===== config.mk =====
export PLATFORM = sky130hd
export DESIGN_NAME = conv_device_flat
export DESIGN_NICKNAME = d
export VERILOG_FILES = /design/src/conv_pkg.sv /design/src/conv_link.sv /design/src/conv_device.sv /design/src/flat_wrapper.sv
export SDC_FILE = /design/constraint.sdc
export NUM_CORES = 1
export LEC_CHECK = 0
export ABC_CLOCK_PERIOD_IN_PS = 6300
export BUFFER_PORTS_ARGS = -buffer_cell sky130_fd_sc_hd__buf_2
export CAP_MARGIN = 20
export CORE_UTILIZATION = 40
export CTS_BUF_LIST = sky130_fd_sc_hd__clkbuf_8
export DETAILED_ROUTE_END_ITERATION = 10
export MAX_ROUTING_LAYER = met4
export PLACE_DENSITY = 0.55
export SETUP_SLACK_MARGIN = 0.05
export SYNTH_ARGS = -nofsm -noshare
export SYNTH_HDL_FRONTEND = slang
export SYNTH_SLANG_ARGS = --single-unit

===== constraint.sdc =====
create_clock -name core_clk -period 6.3 [get_ports core_clk]
set_clock_uncertainty 0.15 [all_clocks]
set_input_delay 0.315 -clock core_clk [delete_from_list [all_inputs] [get_ports core_clk]]
set_output_delay 0.315 -clock core_clk [all_outputs]
set_load 0.01 [all_outputs]

===== src/conv_pkg.sv =====
/*
 conv_pkg: shared constants and types of the simultaneous-sample
 converter sequencer and of its host controller.
 Assumes both ends run on one clock core_clk at 10 MHz.
*/
package conv_pkg;
	localparam int SAMPLE_W = 11;
	localparam int BUS_W = 12;
	localparam int CHANNELS = 4;
	localparam int AUX_INPUTS = 4;
	localparam int DATA_W = 32;
	localparam int ADDR_W = 8;
	localparam int IRQ_W = 2;
	localparam int CLK_PERIOD_NS = 100;
	// acquisition, per-channel conversion and approximation steps
	localparam logic [5:0] ACQ_CYCLES = 6'h14;
	localparam logic [5:0] CONV_CYCLES = 6'h28;
	localparam logic [5:0] SAR_STEPS = 6'h0b;
	localparam logic [5:0] CNT_ONE = 6'h01;
	// host side pin timing
	localparam logic [1:0] TRIGGER_CYCLES = 2'h2;
	localparam logic [1:0] READ_CYCLES = 2'h3;
	// result register addresses on the result select pins
	localparam logic [1:0] CH_ONE = 2'h0;
	localparam logic [1:0] CH_TWO = 2'h1;
	localparam logic [1:0] CH_THREE = 2'h2;
	localparam logic [1:0] CH_AUX = 2'h3;
	// host register offsets
	localparam logic [7:0] REG_CONTROL = 8'h00;
	localparam logic [7:0] REG_STATUS = 8'h04;
	localparam logic [7:0] REG_IRQ_STATUS = 8'h08;
	localparam logic [7:0] REG_IRQ_CLEAR = 8'h0c;
	localparam logic [7:0] REG_IRQ_ENABLE = 8'h10;
	localparam logic [7:0] REG_RESULT_SEL = 8'h14;
	localparam logic [7:0] REG_RESULT = 8'h18;
	// field positions
	localparam int CTRL_START_BIT = 0;
	localparam int CTRL_CHIP_RESET_BIT = 1;
	localparam int CTRL_MODE_LSB = 4;
	localparam int CTRL_AUX_LSB = 8;
	localparam int STAT_BUSY_BIT = 0;
	localparam int STAT_READING_BIT = 1;
	localparam int IRQ_DONE_BIT = 0;
	localparam int IRQ_READ_BIT = 1;
	// values after reset
	localparam logic [1:0] MODE_RESET = 2'h0;
	localparam logic [1:0] AUX_RESET = 2'h0;
	localparam logic [1:0] IRQ_RESET = 2'h0;
	localparam logic [2:0] TRIG_SYNC_RESET = 3'h0;
	localparam logic [2:0] RSTN_SYNC_RESET = 3'h7;

	typedef enum logic [1:0] {
		MODE_TWO_THREE = 2'b00,
		MODE_TWO_THREE_AUX = 2'b01,
		MODE_ONE_TO_THREE = 2'b10,
		MODE_ALL = 2'b11
	} group_mode_t;

	typedef enum logic [1:0] {
		ST_IDLE = 2'b00,
		ST_ACQ = 2'b01,
		ST_CONV = 2'b10
	} seq_state_t;
endpackage


===== src/conv_link.sv =====
/*
 conv_link: pins between the converter sequencer and its host.
 Assumes both ends share core_clk; the data pins are three-state and
 read as zero while the converter does not drive them.
*/
`timescale 1ns/1ps
interface conv_link;
	logic sample_trigger_in;
	logic group_select_lo;
	logic group_select_hi;
	logic aux_input_select_lo;
	logic aux_input_select_hi;
	logic result_select_lo;
	logic result_select_hi;
	logic chip_select_n;
	logic read_n;
	logic reset_n;
	logic busy_n;
	logic [conv_pkg::BUS_W-1:0] data_out;
	logic data_oe;
	wire logic [conv_pkg::BUS_W-1:0] data_bus;

	// wire level of the data pins
	assign data_bus = data_oe ? data_out : 12'h000;

	modport device (
		input sample_trigger_in,
		input group_select_lo,
		input group_select_hi,
		input aux_input_select_lo,
		input aux_input_select_hi,
		input result_select_lo,
		input result_select_hi,
		input chip_select_n,
		input read_n,
		input reset_n,
		output busy_n,
		output data_out,
		output data_oe
	);

	modport host (
		output sample_trigger_in,
		output group_select_lo,
		output group_select_hi,
		output aux_input_select_lo,
		output aux_input_select_hi,
		output result_select_lo,
		output result_select_hi,
		output chip_select_n,
		output read_n,
		output reset_n,
		input busy_n,
		input data_bus
	);
endinterface


===== src/conv_device.sv =====
/*
 conv_device: sequencer of a four-way simultaneous-sample successive
 approximation converter with double-buffered parallel results.
 Assumes analog levels arrive as unsigned 11-bit codes, the trigger and
 chip reset pins may be asynchronous, and the other pins come from
 logic on core_clk.
*/
`timescale 1ns/1ps
// Function
// RULE1: eleven-bit twos complement results by approximation
// RULE2: twelve-bit output, bit zero low, MSB top
// RULE3: forty clock cycles per converted channel
// RULE4: acquisition lasts twenty cycles for any group
// RULE5: hold four channels together, convert in turn
// RULE6: acquisition then conversions back to back
// RULE7: host supplies clock within permitted range
// RULE8: busy output shows sequence in progress
// RULE9: host drives two group select pins
// RULE10: host drives two auxiliary select pins
// RULE11: host drives two result select pins
// RULE12: busy low from start until buffers updated
// RULE13: start on first edge after trigger high; the code starts on the fifth edge, after synchronizing and filtering the pin
// RULE14: group select decodes to channel sets
// RULE15: result select picks result during read
// RULE16: chip reset aborts sequence, clears busy
// RULE17: results double buffered, updated together
module conv_device (
	input wire logic core_clk,
	input wire logic rst,
	conv_link.device link,
	input wire logic [conv_pkg::SAMPLE_W-1:0] analog_input_one,
	input wire logic [conv_pkg::SAMPLE_W-1:0] analog_input_two,
	input wire logic [conv_pkg::SAMPLE_W-1:0] analog_input_three,
	input wire logic [conv_pkg::AUX_INPUTS-1:0][conv_pkg::SAMPLE_W-1:0]
		aux_inputs
);
	import conv_pkg::*;

	logic [2:0] trig_sync;
	logic [2:0] rstn_sync;
	logic trig_level;
	logic trig_prev;
	logic rstn_level;
	logic chip_reset;
	logic abort;
	logic start_seen;
	seq_state_t state;
	logic [5:0] cnt;
	logic [1:0] chan;
	group_mode_t mode;
	logic [1:0] aux_sel;
	logic [SAMPLE_W-1:0] held [CHANNELS];
	logic [SAMPLE_W-1:0] trial;
	logic [SAMPLE_W-1:0] shadow [CHANNELS];
	logic [SAMPLE_W-1:0] result [CHANNELS];
	logic acq_done;
	logic last_step;
	logic seq_done;
	logic reading;
	logic [1:0] read_sel;

	function automatic logic [1:0] first_channel(input group_mode_t m);
		return m[1] ? CH_ONE : CH_TWO;
	endfunction

	function automatic logic [1:0] last_channel(input group_mode_t m);
		return m[0] ? CH_AUX : CH_THREE;
	endfunction

	// one approximation step: try the next bit, keep it if not above
	function automatic logic [SAMPLE_W-1:0] sar_step(
		input logic [SAMPLE_W-1:0] base,
		input logic [5:0] step,
		input logic [SAMPLE_W-1:0] level
	);
		logic [3:0] pos;
		logic [SAMPLE_W-1:0] probe;
		pos = 4'(SAR_STEPS - CNT_ONE - step);
		probe = base | ({{(SAMPLE_W-1){1'b0}}, 1'b1} << pos);
		return (probe <= level) ? probe : base;
	endfunction

	// offset binary to twos complement
	function automatic logic [SAMPLE_W-1:0] to_twos(
		input logic [SAMPLE_W-1:0] code
	);
		return {~code[SAMPLE_W-1], code[SAMPLE_W-2:0]};
	endfunction

	// trigger and chip reset pins cross in
	always_ff @(posedge core_clk) begin
		if (rst) begin
			trig_sync <= TRIG_SYNC_RESET;
			rstn_sync <= RSTN_SYNC_RESET;
		end else begin
			trig_sync <= {trig_sync[1:0], link.sample_trigger_in};
			rstn_sync <= {rstn_sync[1:0], link.reset_n};
		end
	end

	always_ff @(posedge core_clk) begin
		if (rst) begin
			trig_level <= 1'b0;
			rstn_level <= 1'b1;
			trig_prev <= 1'b0;
		end else begin
			if (trig_sync[2] == trig_sync[1]) begin
				trig_level <= trig_sync[2];
			end
			if (rstn_sync[2] == rstn_sync[1]) begin
				rstn_level <= rstn_sync[2];
			end
			trig_prev <= trig_level;
		end
	end

	assign chip_reset = ~rstn_level;
	assign abort = rst | chip_reset; // RULE16
	assign start_seen = trig_level & ~trig_prev & (state == ST_IDLE); // RULE13
	assign acq_done = (cnt == ACQ_CYCLES - CNT_ONE); // RULE4
	assign last_step = (cnt == CONV_CYCLES - CNT_ONE); // RULE3
	assign seq_done = (state == ST_CONV) && last_step &&
		(chan == last_channel(mode)); // RULE6

	// sequencer
	always_ff @(posedge core_clk) begin
		if (abort) begin
			state <= ST_IDLE; // RULE16
			cnt <= 6'h00;
			chan <= CH_ONE;
		end else begin
			case (state)
				ST_IDLE: begin
					cnt <= 6'h00;
					if (start_seen) begin
						state <= ST_ACQ; // RULE13
					end
				end
				ST_ACQ: begin
					if (acq_done) begin
						state <= ST_CONV; // RULE6
						cnt <= 6'h00;
						chan <= first_channel(mode); // RULE14
					end else begin
						cnt <= cnt + CNT_ONE; // RULE4
					end
				end
				ST_CONV: begin
					if (last_step) begin
						cnt <= 6'h00;
						if (chan == last_channel(mode)) begin
							state <= ST_IDLE; // RULE14
						end else begin
							chan <= chan + 2'h1; // RULE6
						end
					end else begin
						cnt <= cnt + CNT_ONE; // RULE3
					end
				end
				default: begin
					state <= ST_IDLE;
				end
			endcase
		end
	end

	// group and auxiliary choice, taken at the start
	always_ff @(posedge core_clk) begin
		if (abort) begin
			mode <= group_mode_t'(MODE_RESET);
			aux_sel <= AUX_RESET;
		end else if (start_seen) begin
			mode <= group_mode_t'({link.group_select_hi,
				link.group_select_lo}); // RULE14
			aux_sel <= {link.aux_input_select_hi,
				link.aux_input_select_lo};
		end
	end

	// all four channels held at the same edge
	always_ff @(posedge core_clk) begin
		if (rst) begin
			for (int i = 0; i < CHANNELS; i++) begin
				held[i] <= '0;
			end
		end else if (state == ST_ACQ && acq_done) begin
			held[CH_ONE] <= analog_input_one; // RULE5
			held[CH_TWO] <= analog_input_two;
			held[CH_THREE] <= analog_input_three;
			held[CH_AUX] <= aux_inputs[aux_sel];
		end
	end

	// successive approximation of the current channel
	always_ff @(posedge core_clk) begin
		if (abort) begin
			trial <= '0;
		end else if (state != ST_CONV || last_step) begin
			trial <= '0;
		end else if (cnt < SAR_STEPS) begin
			trial <= sar_step(trial, cnt, held[chan]); // RULE1
		end
	end

	// shadow results filled per channel, shown all at once at the end
	always_ff @(posedge core_clk) begin
		if (abort) begin
			for (int i = 0; i < CHANNELS; i++) begin
				shadow[i] <= '0;
				result[i] <= '0;
			end
		end else if (state == ST_CONV && last_step) begin
			shadow[chan] <= to_twos(trial); // RULE1
			if (seq_done) begin
				for (int i = 0; i < CHANNELS; i++) begin
					result[i] <= (2'(i) == chan) ?
						to_twos(trial) : shadow[i]; // RULE17
				end
			end
		end
	end

	// busy, low for the whole sequence
	always_ff @(posedge core_clk) begin
		if (abort) begin
			link.busy_n <= 1'b1; // RULE16
		end else if (start_seen) begin
			link.busy_n <= 1'b0; // RULE12
		end else if (seq_done) begin
			link.busy_n <= 1'b1; // RULE8
		end
	end

	// parallel read port
	assign reading = ~link.chip_select_n & ~link.read_n;
	assign read_sel = {link.result_select_hi, link.result_select_lo};

	always_ff @(posedge core_clk) begin
		if (abort) begin
			link.data_oe <= 1'b0;
			link.data_out <= 12'h000;
		end else begin
			link.data_oe <= reading;
			if (reading) begin
				link.data_out <= {result[read_sel], 1'b0}; // RULE2 RULE15
			end else begin
				link.data_out <= 12'h000;
			end
		end
	end
endmodule


===== src/flat_wrapper.sv =====
// flat-port wrapper written by rule: the top's interface ports become plain ports
module conv_device_flat import conv_pkg::*;
  (core_clk, rst, analog_input_one, analog_input_two, analog_input_three, aux_inputs, link_sample_trigger_in, link_group_select_lo, link_group_select_hi, link_aux_input_select_lo, link_aux_input_select_hi, link_result_select_lo, link_result_select_hi, link_chip_select_n, link_read_n, link_reset_n, link_busy_n, link_data_out, link_data_oe);
  conv_link link_i ();
  input wire logic core_clk;
  input wire logic rst;
  input wire logic [conv_pkg::SAMPLE_W-1:0] analog_input_one;
  input wire logic [conv_pkg::SAMPLE_W-1:0] analog_input_two;
  input wire logic [conv_pkg::SAMPLE_W-1:0] analog_input_three;
  input wire logic [conv_pkg::AUX_INPUTS-1:0][conv_pkg::SAMPLE_W-1:0] aux_inputs;
  input wire logic [$bits(link_i.sample_trigger_in)-1:0] link_sample_trigger_in;
  input wire logic [$bits(link_i.group_select_lo)-1:0] link_group_select_lo;
  input wire logic [$bits(link_i.group_select_hi)-1:0] link_group_select_hi;
  input wire logic [$bits(link_i.aux_input_select_lo)-1:0] link_aux_input_select_lo;
  input wire logic [$bits(link_i.aux_input_select_hi)-1:0] link_aux_input_select_hi;
  input wire logic [$bits(link_i.result_select_lo)-1:0] link_result_select_lo;
  input wire logic [$bits(link_i.result_select_hi)-1:0] link_result_select_hi;
  input wire logic [$bits(link_i.chip_select_n)-1:0] link_chip_select_n;
  input wire logic [$bits(link_i.read_n)-1:0] link_read_n;
  input wire logic [$bits(link_i.reset_n)-1:0] link_reset_n;
  output wire logic [$bits(link_i.busy_n)-1:0] link_busy_n;
  output wire logic [$bits(link_i.data_out)-1:0] link_data_out;
  output wire logic [$bits(link_i.data_oe)-1:0] link_data_oe;
  assign link_i.sample_trigger_in = link_sample_trigger_in;
  assign link_i.group_select_lo = link_group_select_lo;
  assign link_i.group_select_hi = link_group_select_hi;
  assign link_i.aux_input_select_lo = link_aux_input_select_lo;
  assign link_i.aux_input_select_hi = link_aux_input_select_hi;
  assign link_i.result_select_lo = link_result_select_lo;
  assign link_i.result_select_hi = link_result_select_hi;
  assign link_i.chip_select_n = link_chip_select_n;
  assign link_i.read_n = link_read_n;
  assign link_i.reset_n = link_reset_n;
  assign link_busy_n = link_i.busy_n;
  assign link_data_out = link_i.data_out;
  assign link_data_oe = link_i.data_oe;
  conv_device u_core (.core_clk(core_clk), .rst(rst), .link(link_i), .analog_input_one(analog_input_one), .analog_input_two(analog_input_two), .analog_input_three(analog_input_three), .aux_inputs(aux_inputs));
endmodule

# After elaboration in Yosys (flattened, before gate mapping)
# Memory sizes are Yosys's and may differ from the RTL's. A register that Yosys moved wholly into a read port is not among the register bits.
# Index checks and enable logic that the tools add are counted.
word_totals:
  ram_bits: 132
  n_memories: 3
  elab_cells: 123
  in_bits: 89
  register_bits: 37
mem_list:
  columns: ["memory", "words", "width", "read_ports", "rd_ports_with_merged_regs", "wr", "line_no", "rtl"]
  rows:
  - ["u_core.held", 4, 11, 1, 1, 4, "conv_device.sv:52", "logic [SAMPLE_W-1:0] held [CHANNELS];"]
  - ["u_core.result", 4, 11, 1, 1, 4, "conv_device.sv:55", "logic [SAMPLE_W-1:0] result [CHANNELS];"]
  - ["u_core.shadow", 4, 11, 4, 0, 4, "conv_device.sv:54", "logic [SAMPLE_W-1:0] shadow [CHANNELS];"]
classes:
  magnitude_cmp: 3
  n_shift: 1
  n_bitwise: 19
  n_eq_ne: 16
  add_sub_neg: 3
  mux: 49
  reduce_logical: 15
op_table:
  columns: ["op", "count"]
  rows:
  - ["11-bit 2-to-1 mux", 14]
  - ["11-bit binary-select mux with 2-bit select", 1]
  - ["2-bit 2-to-1 mux", 10]
  - ["1-bit 2-to-1 mux", 19]
  - ["6-bit case mux with 3 select lines", 1]
  - ["6-bit 2-to-1 mux", 2]
  - ["11-bit <= comparator", 1]
  - ["11-bit OR", 1]
  - ["11-bit OR reduction", 1]
  - ["1-bit by 4-bit << shifter with 11-bit output (first input constant)", 1]
  - ["1-bit OR", 9]
  - ["2-bit by 1-bit inequality test with 1-bit output (second input constant)", 4]
  - ["4-bit AND reduction", 2]
  - ["6-bit by 1-bit adder with 6-bit output (second input constant)", 1]
  - ["6-bit by 5-bit equality test with 1-bit output (second input constant)", 1]
  - ["6-bit equality test (second input constant)", 1]
  - ["6-bit by 4-bit less-than comparator with 1-bit output (second input constant)", 1]
  - ["1-bit NOT", 6]
  - ["2-bit case mux with 3 select lines", 1]
  - ["2-bit equality test (first input constant)", 2]
  - ["2-bit logical NOT", 2]
  - ["2-bit inequality test (second input constant)", 2]
  - ["2-bit case mux with 2 select lines", 1]
  - ["2-bit nonzero test", 2]
  - ["other kinds (14)", 20]

# Longest topological paths before layout
depth:
  depth_word: 8
  depth_mapped: 12

# Worst setup path after synthesis
# No wires, ideal clock.
synth_path:
  kind: "flip-flop to flip-flop"
  from: "register u_core.cnt[0]"
  to: "memory u_core.result[0][0], enable pin"
  path_stages_with_launch: 6
  slack_ns: 1.288
  t_required_ns: 5.641
  period_less_slack_ns: 5.012
  path_buffers: 1
  arrival_ns: 4.353
  cell_sequence: "dfxtp_1 -> ha_1 -> buf_2 -> nand4b_4 -> or2_4 -> o21ai_0"
synth_lines:
  columns: ["element", "line_no", "rtl"]
  rows:
  - ["from (decl)", "conv_device.sv:48", "logic [5:0] cnt;"]
  - ["from (signal assigned)", "conv_device.sv:145", "cnt <= cnt + CNT_ONE;"]
  - ["from (signal assigned)", "conv_device.sv:157", "cnt <= cnt + CNT_ONE;"]
  - ["to (decl)", "conv_device.sv:55", null]

# Worst setup path in the final report
layout_path:
  from: "register u_core.cnt[0]"
  to: "register u_core.trial[6]"
layout_between:
  elab_chain_len: 5
  word_cells_on_any_way: 9
  cone_classes: "add/sub (1); order compare (2); eq/ne (1); shift (1); bitwise (1); reduce/logical (3)"
layout_lines:
  columns: ["element", "line_no", "rtl"]
  rows:
  - ["4-bit subtractor", "conv_device.sv:78", "pos = 4'(SAR_STEPS - CNT_ONE - step);"]
  - ["1-bit by 4-bit << shifter with 11-bit output", "conv_device.sv:79", "probe = base | ({{(SAMPLE_W-1){1'b0}}, 1'b1} << pos);"]
  - ["11-bit OR", "conv_device.sv:79", null]
  - ["11-bit <= comparator", "conv_device.sv:80", "return (probe <= level) ? probe : base;"]
  - ["2-bit AND reduction (no line)", null, null]
  - ["to (signal assigned)", "conv_device.sv:201", "trial <= sar_step(trial, cnt, held[chan]);"]
  - ["to (decl)", "conv_device.sv:53", "logic [SAMPLE_W-1:0] trial;"]
# Several ways; a longest one is shown, not always the timed one.
# A chain may end at the register's enable or synchronous reset.

==> out/results.ini <==
[outcome]
run_status=finished clean

[clock_network]
cts_tree=yes
cts_buffers=17
cts_resized=0
cts.path.max_buffers=2
htree_levels=4
clk_pin_slew_ns=0.10
insertion_delay_ns=0.46
clkSinkCount=181
clock-root-buffer=sky130_fd_sc_hd__clkbuf_8

[yosys]
netlist_instances=664
post_syn_nets=777
proportion_of_synthesized_area_in_mux_cells=0.142
yosys_warn_count=0
synth_ff_type=sky130_fd_sc_hd__edfxtp_1
portion_of_the_post_synthesis_area_used_by_sequential_elements=0.573
synth.distinct_cells=51
synthArstFlopShare=0
synth_area_per_cell_um2=13.0
synth.top_cells.by_area=sky130_fd_sc_hd__edfxtp_1 46%, sky130_fd_sc_hd__dfxtp_1 11%, sky130_fd_sc_hd__mux4_2 8.6%, sky130_fd_sc_hd__and2_1 6.2%, sky130_fd_sc_hd__mux2i_1 5.6%
largest_family_of_logic_cells_by_synthesized_area=simple AND/OR/NAND/NOR gates
synth_xor_area_frac=0.00203
yosysTopAreaCellShare=0.459
post-synth-top-area-cell=sky130_fd_sc_hd__edfxtp_1
synth_compound_gate_area_share=0.0521
synth-edff-count=132
synthAdderAreaFrac=0.0348
postSynthRegisterBits=181
synth.cell_area_mm2=0.00863
synthSimpleGateAreaFrac=0.156

[worst_setup_path]
worstSetupStartpointType=flip-flop
worst_ep_arrival_time_ns=3.43
rr_startpoint=u_core.cnt[0]
crit_path_end_kind=flip-flop
cp.required_ns=6.53
path_common_cell=sky130_fd_sc_hd__o21ai_0
critical_path_peak_fanout=9
ws_path_type=reg -> reg
slowest_delay_ns=0.46
critPathSlowestCell=sky130_fd_sc_hd__dfxtp_1
reg2regPathDepth=10
worstSetupStartpoint=u_core.cnt[0]
timing.critical_path.cells=ha_1, inv_1, o31ai_2, a21o_1, ha_1, a21oi_1, o21ai_0, a211oi_1, o21ai_0, o21ai_0

[timing]
setup_tns_ns=0
setup_violations=0
final-max-slew-violation-count=0
max_clock_freq_ghz=0.312
max_slew_margin=0.342
rsz0062_at_grt=no
worst_slack_ns=3.10
tightestPinTransition_ns=0.988
final.min_clock_period_ns=3.20
min_period_over_period=0.508
number_of_hold_violations_in_the_final_report=0

[placed_design]
place.port_buffers=101
place_worst_setup_slack_ns=3.14
gp_routability_congestion=0.761
dpl_cells=997
hpwlAfterDp_um=11600

[layout]
antenna_cells=0
syn2layout_area_growth_pct=16.2
final_util=0.475
post_layout_nonfiller_instances=1072
layout.nets=897
drive_gt1_frac=0.233
most-common-layout-cells=132 x sky130_fd_sc_hd__edfxtp_1, 102 x sky130_fd_sc_hd__buf_2, 85 x sky130_fd_sc_hd__and2_1, 55 x sky130_fd_sc_hd__nor2_1, 49 x sky130_fd_sc_hd__dfxtp_1
layout_commonest_cell=sky130_fd_sc_hd__edfxtp_1

[die]
dieHeight_um=149
floorplan.die_area_mm2=0.0222
start_util=0.409
floorplan_core_area_mm2=0.0211
die-width_um=149
placementRows=53
boundaryPins=103

[run]
max_cap_viol_count=0

[global_route]
global_route.usage.total=0.162
number_of_antenna_violations_at_the_first_check_in_global_routing=0
grt_max_degree=46
gr-total-overflow=0
number_of_global_route_vias_before_repair=5410
global_route_wire_length_before_repair_um=26800

[route]
remaining_drc_errors=0
met3WireLength_um=708
drtIter0Drc=310
detail_route.wirelength.met1_um=7300
post_drt_wl_per_cell_um=15.0
dr.max_layer_used=met4
route.final.wire_length_um=16100
via_per_inst=4.90
routed-via-count=5258
detailedRoute.firstPassIterationCount=5
drtAntennaViolNets=0
routed-wl-met2_um=7870

[hold_path]
hold_class=in -> reg
worstHoldStart=aux_inputs[23]
min_path_cells=3

[pwr]
irDropWorstVdd_v=0.000126
leakagePower_nw=3.90
cellPowerDensity_mw_per_mm2=218

==> metrics by stage <==
| stage | total power (W) | instance area, um^2 | hold slack, ns |
|---|---|---|---|
| 6_report | 0.00218 | 10000 | 0.193 |
| 5_1_grt | 0.00228 | 10000 | 0.166 |
| 4_1_cts | 0.00221 | 10000 | 0.160 |
| 3_5_place_dp | 0.00150 | 9260 | 0.245 |
| 3_3_place_gp | 0.00150 | 9260 | 0.242 |
| 2_1_floorplan | 0.00144 | 8630 | 0.239 |
==> final timing paths <==
path / to / slack (ns)
setup reg to reg: u_core.trial[6] / 3.10
setup / recovery: u_core.trial[6] / 3.10
hold reg to reg: u_core.rstn_sync[1] / 0.27
hold / removal: u_core.held[3][1] / 0.19
==> timing repair <==
item | 4_1_cts | 5_1_grt
setup buffers | 0 | 0
hold endpoints to repair | 43 | 0
hold buffers | 41 | 0
==> Yosys cell counts (10+ instances only) <==
| library cell | n |
|---|---|
| sky130_fd_sc_hd__edfxtp_1 | 132 |
| sky130_fd_sc_hd__and2_1 | 85 |
| sky130_fd_sc_hd__nor2_1 | 55 |
| sky130_fd_sc_hd__dfxtp_1 | 49 |
| sky130_fd_sc_hd__mux2i_1 | 48 |
| sky130_fd_sc_hd__mux4_2 | 33 |
| sky130_fd_sc_hd__nand2_1 | 31 |
| sky130_fd_sc_hd__ha_1 | 24 |
| sky130_fd_sc_hd__inv_1 | 22 |
| sky130_fd_sc_hd__o21ai_0 | 20 |
| sky130_fd_sc_hd__clkbuf_1 | 16 |
| sky130_fd_sc_hd__nor2b_1 | 16 |
| sky130_fd_sc_hd__buf_1 | 12 |
| sky130_fd_sc_hd__a21o_1 | 10 |
| sky130_fd_sc_hd__a21oi_1 | 10 |
==> critical path: cells and delay by family, from the launching register on <==
kind / cells / cell delay (ns)
DFF: 1 / 0.46
buffers and inverters: 1 / 0.15
AOI/OAI and AO/OA: 7 / 1.70
adders and majority gates: 2 / 0.67
==> report_power, final <==
group          switching [W]  internal, W  leakage, nW
Sequential         0.0000138      0.00131         1.75
Combinational      0.0000813    0.0000863         1.97
Clock               0.000411     0.000281        0.188
==> logic make-up after synthesis <==
| logic type | Yosys count |
|---|---|
| AOI/OAI and AO/OA | 65 |
| xor gates and xnor gates | 2 |
| adders and majority gates | 24 |
| buffers and inverters | 69 |
| DFF | 181 |
| muxes | 81 |
| other | 1 |
| and+or+nand+nor | 241 |
==> per-layer routing <==
metal  track usage  vias to the layer above
met5             -                        -
met4        0.0520                        0
met3        0.0361                       18
met2         0.264                      139
met1         0.200                     2483
li1              -                     2618
==> cell type report <==
cell class | count | area, um^2
well taps | 275 | 344
fillers | 1877 | 11100
clock inverters | 14 | 86.3
flip-flops and latches | 181 | 4940
repair buffers | 148 | 966
multi-input cells | 414 | 3360
clock buffers | 18 | 248
inverters | 22 | 82.6
==> state kept, by name, indices dropped and copies added, names as in the netlist, 2 cells and up, named ones only <==
signal	cells
u_core.rstn_sync	3
u_core.shadow	44
u_core.aux_sel	2
u_core.mode	2
u_core.trig_sync	3
u_core.chan	2
u_core.state	2
u_core.link.data_out	11
u_core.cnt	6
u_core.trial	11
u_core.held	44
u_core.result	44
(Power assumes the default switching activity.)
